--- src/logic/cfg_window_pkg.sv ---
// Constants for the extension window and card info structure config registers
package cfg_window_pkg;
  localparam logic [7:0]  EXT_BASE_OFFSET       = 8'h14;
  localparam logic [7:0]  CIS_BASE_OFFSET       = 8'h18;
  localparam logic [7:0]  CARD_INFO_STRUCTURE_POINTER_OFFSET    = 8'h28;
  localparam int          POINTER_LSB           = 14;
  localparam int          POINTER_WIDTH         = 18;
  localparam logic [17:0] POINTER_RESET         = 18'h00000;
  localparam logic [9:0]  WINDOW_SIZE_VALUE     = 10'h000;
  localparam logic        PREFETCH_VALUE        = 1'h0;
  localparam logic [1:0]  MEMORY_TYPE_VALUE     = 2'h0;
  localparam logic        SPACE_INDICATOR_VALUE = 1'h0;
  localparam logic [31:0] CIS_READ_VALUE        = 32'h00000000;
  localparam logic [31:0] UNMAPPED_READ_VALUE   = 32'h00000000;
  localparam logic [31:0] READ_RESET            = 32'h00000000;
endpackage : cfg_window_pkg

--- src/logic/config_space_bar_and_cis_regs.sv ---
// Config header slice: extension window base address and card info regs
module config_space_bar_and_cis_regs
  import cfg_window_pkg::*;
(
  input  wire logic        clk_in,
  input  wire logic        rst_in,
  input  wire logic        cfg_write_in,
  input  wire logic        cfg_read_in,
  input  wire logic [7:0]  cfg_offset_in,
  input  wire logic [3:0]  cfg_byte_enable_in,
  input  wire logic [31:0] cfg_write_data_in,
  output logic      [31:0] cfg_read_data_out,
  output logic             cfg_read_valid_out,
  output logic      [17:0] extension_window_pointer_out
);

  // Base address register at 14h, bit by bit:
  //   31..14  window pointer, writable, resets to zero
  //   13..4   window size, fixed zero: a 16K-byte window
  //   3       prefetch, fixed zero: not prefetchable
  //   2..1    memory type, fixed 00: 32-bit, anywhere below 4G
  //   0       space indicator, fixed zero: memory space
  // Sizing software writes all ones and reads the fixed zeros back to
  // learn the window size, so those bits must never store write data.
  //
  // Card info base at 18h and pointer at 28h read zero in full, since
  // the card-bus strap is held high. Other dwords read zero as well.
  //
  // Byte lanes against the base register:
  //   lane 3  bits 31..24, all pointer
  //   lane 2  bits 23..16, all pointer
  //   lane 1  bits 15..8, pointer only in 15..14
  //   lane 0  bits 7..0, fixed fields only
  //
  // Access timing:
  //   a strobe is taken on the rising edge that sees it high
  //   read data and its valid flag appear from that same edge
  //   read data then holds until the next read is taken
  //   a read and a write on one edge return the old value
  //   the pointer port follows a write from the edge that takes it
  //   reads and writes may come back to back
  //
  // Reset is synchronous: the pointer, the read data, the valid flag and
  // the pointer port all clear on an edge that sees reset high.
  //
  // Writes never fail. Bytes that land on fixed fields, and writes to
  // the card info words or to any other dword, are dropped silently.
  //
  // Limitation: the block does not check that the offset's low two bits
  // agree with the byte enables; the enables alone pick the bytes.

  // Stored state: only the pointer bits hold anything
  logic        [17:0] extension_window_pointer;
  logic        [17:0] next_extension_window_pointer;

  // Read path
  logic        [31:0] base_read_word;
  logic        [31:0] cis_base_read_word;
  logic        [31:0] card_info_structure_pointer_read_word;
  logic        [31:0] selected_word;
  logic        [31:0] next_read_data;
  logic               next_read_valid;

  // Write path
  logic        [31:0] merged_word;
  logic        [17:0] written_pointer;
  logic               pointer_update;

  // Address decode
  wire logic   [5:0]  access_dword;
  wire logic          hit_ext_base;
  wire logic          hit_cis_base;
  wire logic          hit_card_info_structure_pointer;
  wire logic          hit_none;
  wire logic          write_ext_base;
  wire logic          read_taken;

  // Fixed fields of the base address register
  wire logic   [9:0]  extension_window_size;
  wire logic          extension_window_prefetch;
  wire logic   [1:0]  extension_window_memory_type;
  wire logic          extension_window_space_indicator;

  // Byte lanes that carry pointer bits, and their write strobes
  wire logic   [3:0]  lane_holds_pointer;
  wire logic   [3:0]  lane_write;

  // Dword index of a config byte offset; the low two bits are dropped
  function automatic logic [5:0] dword_of(input logic [7:0] offset);
    dword_of = offset[7:2];
  endfunction : dword_of

  // A register is hit when the access lands anywhere in its dword
  function automatic logic offset_hit(input logic [5:0] dword,
                                      input logic [7:0] reg_offset);
    offset_hit = (dword == dword_of(reg_offset));
  endfunction : offset_hit

  // True when a byte lane overlaps the writable pointer bits
  function automatic logic lane_has_pointer(input int lane_idx);
    lane_has_pointer = ((lane_idx * 8) + 7) >= POINTER_LSB;
  endfunction : lane_has_pointer

  // The pointer is the upper part of a 32-bit base address word
  function automatic logic [17:0] pointer_field(input logic [31:0] word);
    pointer_field = word[31:POINTER_LSB];
  endfunction : pointer_field

  // Decode on the dword alone
  assign access_dword    = dword_of(cfg_offset_in);
  assign hit_ext_base    = offset_hit(access_dword, EXT_BASE_OFFSET);
  assign hit_cis_base    = offset_hit(access_dword, CIS_BASE_OFFSET);
  assign hit_card_info_structure_pointer = offset_hit(access_dword, CARD_INFO_STRUCTURE_POINTER_OFFSET);
  assign hit_none        = ~(hit_ext_base | hit_cis_base |
                             hit_card_info_structure_pointer);
  assign write_ext_base  = cfg_write_in & hit_ext_base;
  assign read_taken      = cfg_read_in;

  // Read-only fields are constants, so no write can ever reach them
  assign extension_window_size            = WINDOW_SIZE_VALUE;
  assign extension_window_prefetch        = PREFETCH_VALUE;
  assign extension_window_memory_type     = MEMORY_TYPE_VALUE;
  assign extension_window_space_indicator = SPACE_INDICATOR_VALUE;

  // The word that a read of 14h returns
  assign base_read_word = {extension_window_pointer,
                           extension_window_size,
                           extension_window_prefetch,
                           extension_window_memory_type,
                           extension_window_space_indicator};

  // The card-bus strap is tied high, so both card info words are zero
  assign cis_base_read_word    = CIS_READ_VALUE;
  assign card_info_structure_pointer_read_word = CIS_READ_VALUE;

  // Byte 0 holds only fixed fields, so a write to it alone stores nothing
  // Lane 1 carries two pointer bits; its other six bits are fixed
  genvar lane;
  generate
    for (lane = 0; lane < 4; lane++) begin : g_lane
      assign lane_holds_pointer[lane] = lane_has_pointer(lane);
      assign lane_write[lane]         = write_ext_base &
                                        cfg_byte_enable_in[lane] &
                                        lane_holds_pointer[lane];
    end
  endgenerate

  // Unselected bytes keep what the register reads back now
  byte_lane_merge u_merge (
    .old_in     (base_read_word),
    .wdata_in   (cfg_write_data_in),
    .be_in      (cfg_byte_enable_in),
    .merged_out (merged_word)
  );

  // Writes elsewhere, or to byte 0 alone, leave the pointer untouched
  assign written_pointer = pointer_field(merged_word);
  assign pointer_update  = |lane_write;

  // A write takes effect on the edge that sees it
  assign next_extension_window_pointer =
    pointer_update ? written_pointer
                   : extension_window_pointer;

  // One-hot and-or select; unmapped dwords fall through to zero
  assign selected_word =
    ({32{hit_ext_base}}    & base_read_word)        |
    ({32{hit_cis_base}}    & cis_base_read_word)    |
    ({32{hit_card_info_structure_pointer}} & card_info_structure_pointer_read_word) |
    ({32{hit_none}}        & UNMAPPED_READ_VALUE);

  // Read data holds between reads, so the last answer stays readable
  assign next_read_data  = read_taken ? selected_word : cfg_read_data_out;
  // Valid stands for exactly one cycle per read taken
  assign next_read_valid = read_taken;

  // Stored pointer
  always_ff @(posedge clk_in) begin
    if (rst_in) begin
      extension_window_pointer <= POINTER_RESET;
    end else begin
      extension_window_pointer <= next_extension_window_pointer;
    end
  end

  // The port copy loads from the same next value, so it never lags
  always_ff @(posedge clk_in) begin
    if (rst_in) begin
      extension_window_pointer_out <= POINTER_RESET;
    end else begin
      extension_window_pointer_out <= next_extension_window_pointer;
    end
  end

  // Read data register
  always_ff @(posedge clk_in) begin
    if (rst_in) begin
      cfg_read_data_out <= READ_RESET;
    end else begin
      cfg_read_data_out <= next_read_data;
    end
  end

  // Read valid flag
  always_ff @(posedge clk_in) begin
    if (rst_in) begin
      cfg_read_valid_out <= 1'b0;
    end else begin
      cfg_read_valid_out <= next_read_valid;
    end
  end
endmodule : config_space_bar_and_cis_regs

--- src/logic/byte_lane_merge.sv ---
// Byte-enable merge of write data into a stored word
module byte_lane_merge (
  input  wire logic [31:0] old_in,
  input  wire logic [31:0] wdata_in,
  input  wire logic [3:0]  be_in,
  output logic      [31:0] merged_out
);
  genvar g;
  generate
    for (g = 0; g < 4; g++) begin : g_lane
      assign merged_out[g*8 +: 8] = be_in[g] ? wdata_in[g*8 +: 8]
                                             : old_in[g*8 +: 8];
    end
  endgenerate
endmodule : byte_lane_merge

--- config.mk ---
export PLATFORM = sky130hd
export DESIGN_NAME = config_space_bar_and_cis_regs
export DESIGN_NICKNAME = d
export VERILOG_FILES = /design/src/logic/cfg_window_pkg.sv /design/src/logic/config_space_bar_and_cis_regs.sv /design/src/logic/byte_lane_merge.sv
export SDC_FILE = /design/constraint.sdc
export NUM_CORES = 1
export LEC_CHECK = 0
export BUFFER_PORTS_ARGS = -buffer_cell sky130_fd_sc_hd__buf_2
export CAP_MARGIN = 20
export CORE_ASPECT_RATIO = 1.1
export CORE_UTILIZATION = 24
export CTS_BUF_LIST = sky130_fd_sc_hd__clkbuf_8
export DETAILED_ROUTE_END_ITERATION = 10
export PLACE_DENSITY_LB_ADDON = 0.1
export SLEW_MARGIN = 10
export SYNTH_ARGS = -nofsm -noshare
export SYNTH_HDL_FRONTEND = slang
export SYNTH_SLANG_ARGS = --single-unit
--- constraint.sdc ---
create_clock -name clk_in -period 1.65 [get_ports clk_in]
set_input_delay 0.165 -clock clk_in [delete_from_list [all_inputs] [get_ports clk_in]]
set_output_delay 0.165 -clock clk_in [all_outputs]
set_load 0.03 [all_outputs]
Word-level counts from Yosys, hierarchy flattened
Cells that the tools add are included.
{"block": "word_totals", "memories": 0, "mem_bits_rw": 0, "latch_bits": 0, "wordCells": 15, "output_inout_bits": 51, "in_bits": 48, "register_bits": 51, "romBits": 0}
{"block": "classes", "n_addsub": 0, "mux": 0, "shifts": 0, "magnitude_cmp": 0, "n_eq_ne": 1, "reduce_logical": 4, "n_bitwise": 5, "div_mod_pow": 0, "n_mul": 0}
{"cell": "bitwise AND 32 bit", "count": 1}
{"cell": "== test 6 x 3 -> 1 bit, second input constant", "count": 1}
{"cell": "AND reduction 2 bit", "count": 3}
{"cell": "bitwise AND 1 bit", "count": 4}
{"cell": "OR reduction 3 bit", "count": 1}

Longest topological paths before layout
Gate-level depths: netlist of run 1.
{"block": "depth", "word_depth": 5, "ltp_mapped": 5, "mapped_depth_nobuf": 3}

By module
Synthesis of run 1 repeated with hierarchy kept, for this count alone.
{"block": "hier_totals", "hier_cells": 216, "area_unflattened_um2": 2227.1}
{"module": "config_space_bar_and_cis_regs", "area_per_inst_um2": 1701.6, "n_inst": 1, "cells_per_inst": 180, "seq_area_each_um2": 740.7}
{"module": "byte_lane_merge", "area_per_inst_um2": 525.5, "n_inst": 1, "cells_per_inst": 36, "seq_area_each_um2": 0.0}

Worst setup path before layout of run 1
No wires, ideal clock.
{"block": "synth_path", "path_kind": "in2reg", "start": "input cfg_offset_in[7]", "end": "register extension_window_pointer_out[10]", "stages": 5, "n_path_buf": 2, "required_time_ns": 1.518, "setup_time_ns": 0.132, "arrival_ns": 1.207, "setup_slack_ns": 0.310, "cell_sequence": "or4b_1 > clkbuf_1 > clkbuf_2 > o21ai_0 > a21oi_1"}
{"block": "synth_between", "elab_chain_len": 5, "word_cells_on_any_way": 7, "cone_classes": "eq/ne (1); bitwise (4); reduce/logical (2)"}
{"element": "from (decl)", "line_no": "config_space_bar_and_cis_regs.sv:9", "text": "input wire logic [7:0] cfg_offset_in,"}
{"element": "== test 6 x 3 -> 1 bit (*)", "line_no": "config_space_bar_and_cis_regs.sv:96", "text": "offset_hit = (dword == dword_of(reg_offset));"}
{"element": "bitwise AND 1 bit (*)", "line_no": "config_space_bar_and_cis_regs.sv:116", "text": "assign write_ext_base = cfg_write_in & hit_ext_base;"}
{"element": "bitwise AND 1 bit", "line_no": "config_space_bar_and_cis_regs.sv:142", "text": "assign lane_write[lane] = write_ext_base &"}
{"element": "OR reduction 3 bit (*)", "line_no": "config_space_bar_and_cis_regs.sv:158", "text": "assign pointer_update = |lane_write;"}
{"element": "AND reduction 2 bit (no line) (*)"}
{"element": "to (signal assigned)", "line_no": "config_space_bar_and_cis_regs.sv:191", "text": "extension_window_pointer_out <= next_extension_window_pointer;"}
{"element": "to (decl)", "line_no": "config_space_bar_and_cis_regs.sv:14", "text": "output logic [17:0] extension_window_pointer_out"}
Mark *: on every way between the ends. The rest lies on a longest branch, timed or not.
A chain may end at the register's enable or synchronous reset.

Worst setup path in the final report of run 1
{"block": "layout_path", "start": "input cfg_offset_in[7]", "end": "register extension_window_pointer_out[6]"}
Same word-level chain as after synthesis.

==> flow_summary_export.csv, run 1 <==
group,metric,value,unit
status,status,"completed",
logic_synthesis,syn_inst,186,
clocking,numCtsBuffers,5,
placed_design,place_ws,0.257,ns
drt,drt_first_iter_violations,74,
drt,drc,0,
logic_synthesis,yosysSeqAreaShare,43.1,%
logic_synthesis,synth.most_common_cell,"dfxtp_1",
timing,finalCritPeriodShare,65.9,%
global_routing,use_met2,19.1,%
logic_synthesis,yosys.area.top_type,"dfxtp_1",
drt,drt_wl_total,4.69,mm
finish,n_antenna_cell,0,
logic_synthesis,synth_warnings,0,
timing,finalWorstSetupSlack,0.562,ns
drt,dr_total_vias,1503,
floorplanning,rows,31,
clocking,cts_buffer_depth,2,
clocking,clk_pin_slew,0.07,ns
clocking,cts-root-buf,"clkbuf_8",
finish,syn_to_final_growth,25.7,%
timing,fmax,919,MHz
global_routing,grt_max_degree,38,
hold_path,hold_path.class,"in2reg",
global_routing,grt_pass1_wl,7.44,mm
clocking,cts_setup_buffers,0,
pwr,p_seq_share,53.2,%
global_routing,met3_usage,2.63,%
logic_synthesis,async_flop_share,0,%
timing,final.setup.tns,0,ns
logic_synthesis,syn_area,1720,um2
logic_synthesis,synth_ff_type,"dfxtp_1",
clocking,cts_num_sinks,37,
logic_synthesis,ys_types,20,
worst_setup_path,path_class,"in2reg",
global_routing,grt_pass1_vias,1411,
pwr,clockPowerShare,37.2,%
clocking,h-tree-depth,2,
logic_synthesis,avgSynthCellArea,9.24,um2
logic_synthesis,synth_seq_cells,37,
worst_setup_path,cp-end-kind,"flip-flop",
timing,slew_headroom,62.5,%
clocking,cts_tree,"yes",
pwr,pwr-share-comb,9.6,%
floorplanning,core,6750,um2
drt,wl_per_cell,14.2,um
global_routing,grt_most_used_layer,"met2",
drt,drtPass1Iterations,4,
floorplanning,die_h,90.7,um
finish,multi_input_area,850,um2
logic_synthesis,synth_top_area_share,43.1,%
finish,fill_cells,756,
placed_design,io_buffers,67,
timing,hold_violations,0,
floorplanning,ioPinCount,99,
finish,drive_gt1_share,43.8,%
placed_design,dp_hpwl,3.34,mm
global_routing,grt_util_met1,18.4,%
finish,nets,297,
timing,setup_violations,0,
clocking,clk_latency,0.29,ns
timing,whs,0.131,ns
pwr,sw_frac_of_total,24.9,%
pwr,p_int,1260,uW
pwr,p_leak,0.000915,uW
clocking,hold_buffers,0,
global_routing,track_usage,13.0,%
pwr,ir_drop,277,uV
logic_synthesis,yosys-top-cells-area,"dfxtp_1, or3b_2, o31ai_2, buf_4, a21oi_1",
floorplanning,start_util,25.5,%
drt,post_drt_via_cell_ratio,4.54,
global_routing,antenna_found_initial,0,
placed_design,dp.cells,324,
flow_run,cap_violations,0,
timing,worst_pin_slew,0.563,ns
logic_synthesis,synth-edff-count,0,
global_routing,grt.overflow.total,0,
timing,finalClockSkew,0.00355,ns
clocking,ctsResizeCount,0,
finish,layout.cells.non_filler,331,
worst_setup_path,cp-start-kind,"primary input",
worst_setup_path,crit_fanout,18,
timing,post-route-min-period,1.09,ns
drt,ant_nets,0,
floorplanning,fp.dieW,82.7,um
pwr,p_per_area,780,nW/um2
finish,regArea,741,um2
worst_setup_path,cp_data_required_time,1.82,ns
timing,rsz0062_at_grt,"false",
worst_setup_path,crit_arrival,1.26,ns
pwr,total_power,1680,uW
timing,slew_violations,0,
floorplanning,dieArea,7500,um2
placed_design,gp_congestion,0.743,
pwr,switchingPower,420,uW
-- metal layers --
| metal | part of all wire, % | routed length [um] |
|---|---|---|
| met5 | 0 | 0 |
| met1 | 49 | 2290 |
| met2 | 45 | 2090 |
| met4 | 1.7 | 81 |
| met3 | 5.0 | 236 |
-- state kept, by name, indices dropped and copies added (netlist names) --
register                      cells
extension_window_pointer_out     18
cfg_read_data_out                18
cfg_read_valid_out                1
-- cell families after synthesis --
| kind of cell | share of synthesized area (%) |
|---|---|
| AO/OA/AOI/OAI | 21.3 |
| buffers and inverters | 10.3 |
| flip-flops | 43.1 |
| other | 0.218 |
| AND/OR/NAND/NOR | 25.1 |
-- power by group through the flow --
stage,clock [uW],combinational (uW),sequential [uW]
2_1_floorplan,0,118,921
3_3_place_gp,0,165,916
3_5_place_dp,0,163,916
4_1_cts,658,163,896
5_1_grt,702,176,896
6_report,626,162,896
-- metrics by stage --
step | instance area (um2) | utilization (%)
2_1_floorplan | 1770 | -
3_3_place_gp | 2070 | 30.7
3_5_place_dp | 2070 | 30.7
4_1_cts | 2160 | 32.0
5_1_grt | 2160 | 32.0
6_report | 2160 | 32.0
-- layout make-up --
cell class	count	area share [%]
timing repair buffer	73	17.6
clock inverter	1	0.174
multi-input combinational	132	39.3
tap	82	4.75
sequential	37	34.3
clock buffer	6	3.82
-- placed cells by master, fill, tap and decap left out, drive strengths merged, types with 3 or more instances in the layout --
cell type | netlist | layout
or3b | 18 | 18
a21oi | 18 | 18
o31ai | 18 | 18
and4b | 3 | 3
buf | 17 | 73
nand2 | 18 | 18
o21ai | 18 | 18
clkbuf | 13 | 6
nand4b | 3 | 3
dfxtp | 37 | 37
conb | 1 | 14
nand3 | 18 | 18
-- worst max-delay path, cell delays in order --
cell,delay (ns)
buf_2,0.12
or4b_1,0.50
buf_4,0.21
o21ai_0,0.18
a21oi_1,0.09
-- final timing paths --
path,from,endpoint,slack (ns),cells after the start
hold / removal,cfg_write_data_in[27],extension_window_pointer_out[13],0.13,3
setup reg to reg,cfg_read_data_out[19],cfg_read_data_out[19],0.72,2
setup / recovery,cfg_offset_in[7],extension_window_pointer_out[6],0.56,5
hold reg to reg,extension_window_pointer_out[16],cfg_read_data_out[30],0.49,2
No activity file was read; power rests on OpenSTA's default activity.
==> run 2: changes to the inputs <==
- clock period: 1.65 -> 1.02 ns (I/O delays scaled with it)
==> run 2 against run 1 <==
Clock power rose by 82%. Register-to-register slack got worse by 0.65 ns. Critical path type is now reg2out. Global-route usage fell by 0.13 points. Critical path depth fell by 4. Utilization rose by 3.5 points. Die area did not move. Worst setup slack got worse by 0.54 ns. Clock skew rose by 0.0021 ns. Largest cell class unchanged. Hold slack got worse by 0.068 ns. Sequential share of layout area fell by 2.6 points.
==> flow_summary_export.csv, run 2 (same netlist as run 1, synthesis figures left out) <==
group,metric,value,unit
timing,final.setup.tns,0,ns
clocking,clk_latency,0.29,ns
drt,dr_total_vias,1558,
worst_setup_path,cp_data_required_time,0.92,ns
global_routing,grt.overflow.total,0,
hold_path,hold_path.class,"in2reg",
worst_setup_path,max_stage_delay,0.39,ns
timing,post-route-min-period,0.998,ns
finish,final_cell_mix,"buf_2, dfxtp_1",
global_routing,grt_pass1_vias,1418,
finish,top_regs,"cfg_read_data_out: 18 flops, extension_window_pointer_out: 18 flops, cfg_read_valid_out: 1 flops",
floorplanning,rows,31,
floorplanning,fp.dieW,82.7,um
timing,whs,0.0625,ns
finish,n_antenna_cell,0,
pwr,p_leak,0.00102,uW
clocking,numCtsBuffers,5,
timing,finalClockSkew,0.00565,ns
worst_setup_path,slowest_stage,"dfxtp_1",
drt,drt_wl_total,4.61,mm
drt,drt_first_iter_violations,26,
status,status,"completed",
drt,post_drt_via_cell_ratio,4.50,
finish,nets,311,
worst_setup_path,crit_family,"flip-flops",
placed_design,place_ws,-0.295,ns
worst_setup_path,r2r_cells,2,
clocking,cts_buffer_depth,2,
placed_design,io_buffers,67,
finish,layout.cells.non_filler,346,
hold_path,holdPathStages,3,
worst_setup_path,cp-start-kind,"flip-flop",
worst_setup_path,cp-end-kind,"output port",
timing,fmax,1000,MHz
clocking,clk_pin_slew,0.07,ns
drt,wl_per_cell,13.3,um
worst_setup_path,critPathBufInv,1,
drt,ant_nets,0,
floorplanning,ioPinCount,99,
placed_design,gp_congestion,0.751,
worst_setup_path,path_class,"reg2out",
global_routing,track_usage,12.9,%
timing,slew_violations,0,
global_routing,grt_pass1_wl,7.31,mm
flow_run,cap_violations,0,
finish,syn_to_final_growth,39.5,%
clocking,cts_num_sinks,37,
finish,drive_gt1_share,55.3,%
floorplanning,die_h,90.7,um
drt,drc,0,
floorplanning,start_util,25.5,%
global_routing,antenna_found_initial,0,
pwr,ir_drop,455,uV
pwr,p_per_area,1210,nW/um2
clocking,hold_buffers,0,
finish,final_common_cell,"buf_2",
timing,setup_violations,0,
worst_setup_path,crit_cells,1,
clocking,cts_tree,"yes",
worst_setup_path,crit_chain,"clkbuf_4",
timing,finalWorstSetupSlack,0.0217,ns
worst_setup_path,crit_arrival,0.90,ns
floorplanning,dieArea,7500,um2
floorplanning,core,6750,um2
timing,hold_violations,0,
drt,drtPass1Iterations,4,
placed_design,dp.cells,337,
finish,fill_cells,754,
clocking,h-tree-depth,2,
clocking,cts-root-buf,"clkbuf_8",
timing,finalCritPeriodShare,97.9,%
worst_setup_path,crit_fanout,3,
global_routing,grt_max_degree,32,
## run 2: changes by cell type in the layout (fill, tap and decap cells not counted), moves of 3 or more
cell      before  now
o21ai_0       18    2
o21ai_1        0   16
dfxtp_1       37   22
dfxtp_2        0   15
buf_4          6   16
buf_2         67   58
clkbuf_4       0    8
o31ai_1        8    2
o31ai_2       10   16
buf_12         0    3
## run 2: through the flow
stage | total power, uW | cell area (um2) | utilization, %
floorplan | 1690 | 1800 | -
global placement | 1790 | 2220 | 32.9
detailed placement | 1790 | 2220 | 32.9
CTS | 2930 | 2320 | 34.4
global route | 3020 | 2400 | 35.5
finish | 2900 | 2400 | 35.5
## run 2: routing by layer
layer | GRT usage (%) | up-vias | routed length (um)
met2 | 18.7 | 51 | 2060
met5 | 0 | - | 0
met1 | 18.0 | 700 | 2240
met4 | 4.74 | 0 | 76
met3 | 3.43 | 5 | 238
li1 | - | 802 | -
## run 2: report_power, final
part / leakage (uW) / switching, uW / internal [uW] / total (uW)
Sequential: 0.000306 / 1.86 / 1450 / 1450
Clock: 0.0000542 / 525 / 611 / 1140
Combinational: 0.000657 / 200 / 112 / 313
## run 2: worst min-delay path, cell delays in order
cell and delay (ns):
buf_2 0.10, nand3_1 0.06, a21oi_1 0.06
## run 2: worst paths after layout
| check | slack [ns] | from | endpoint |
|---|---|---|---|
| setup / recovery | 0.02 | extension_window_pointer_out[17] | extension_window_pointer_out[17] |
| hold / removal | 0.06 | cfg_write_data_in[30] | extension_window_pointer_out[16] |
| setup reg to reg | 0.07 | cfg_read_data_out[25] | cfg_read_data_out[25] |
| hold reg to reg | 0.48 | extension_window_pointer_out[6] | cfg_read_data_out[20] |
## run 2: layout make-up
type,instances,area [um2],area share (%)
clock buffers,7,96.3,4.02
clock inverters,1,5.00,0.209
multi-input cells,132,880,36.7
flip-flops and latches,37,759,31.7
well taps,82,103,4.28
repair buffers,87,553,23.1
## run 2: repair_timing
| item | 4_1_cts | 5_1_grt |
|---|---|---|
| buffers inserted | 0 | 1 |
| resized for setup | 0 | 31 |
| endpoints found under the setup margin | 0 | 38 |
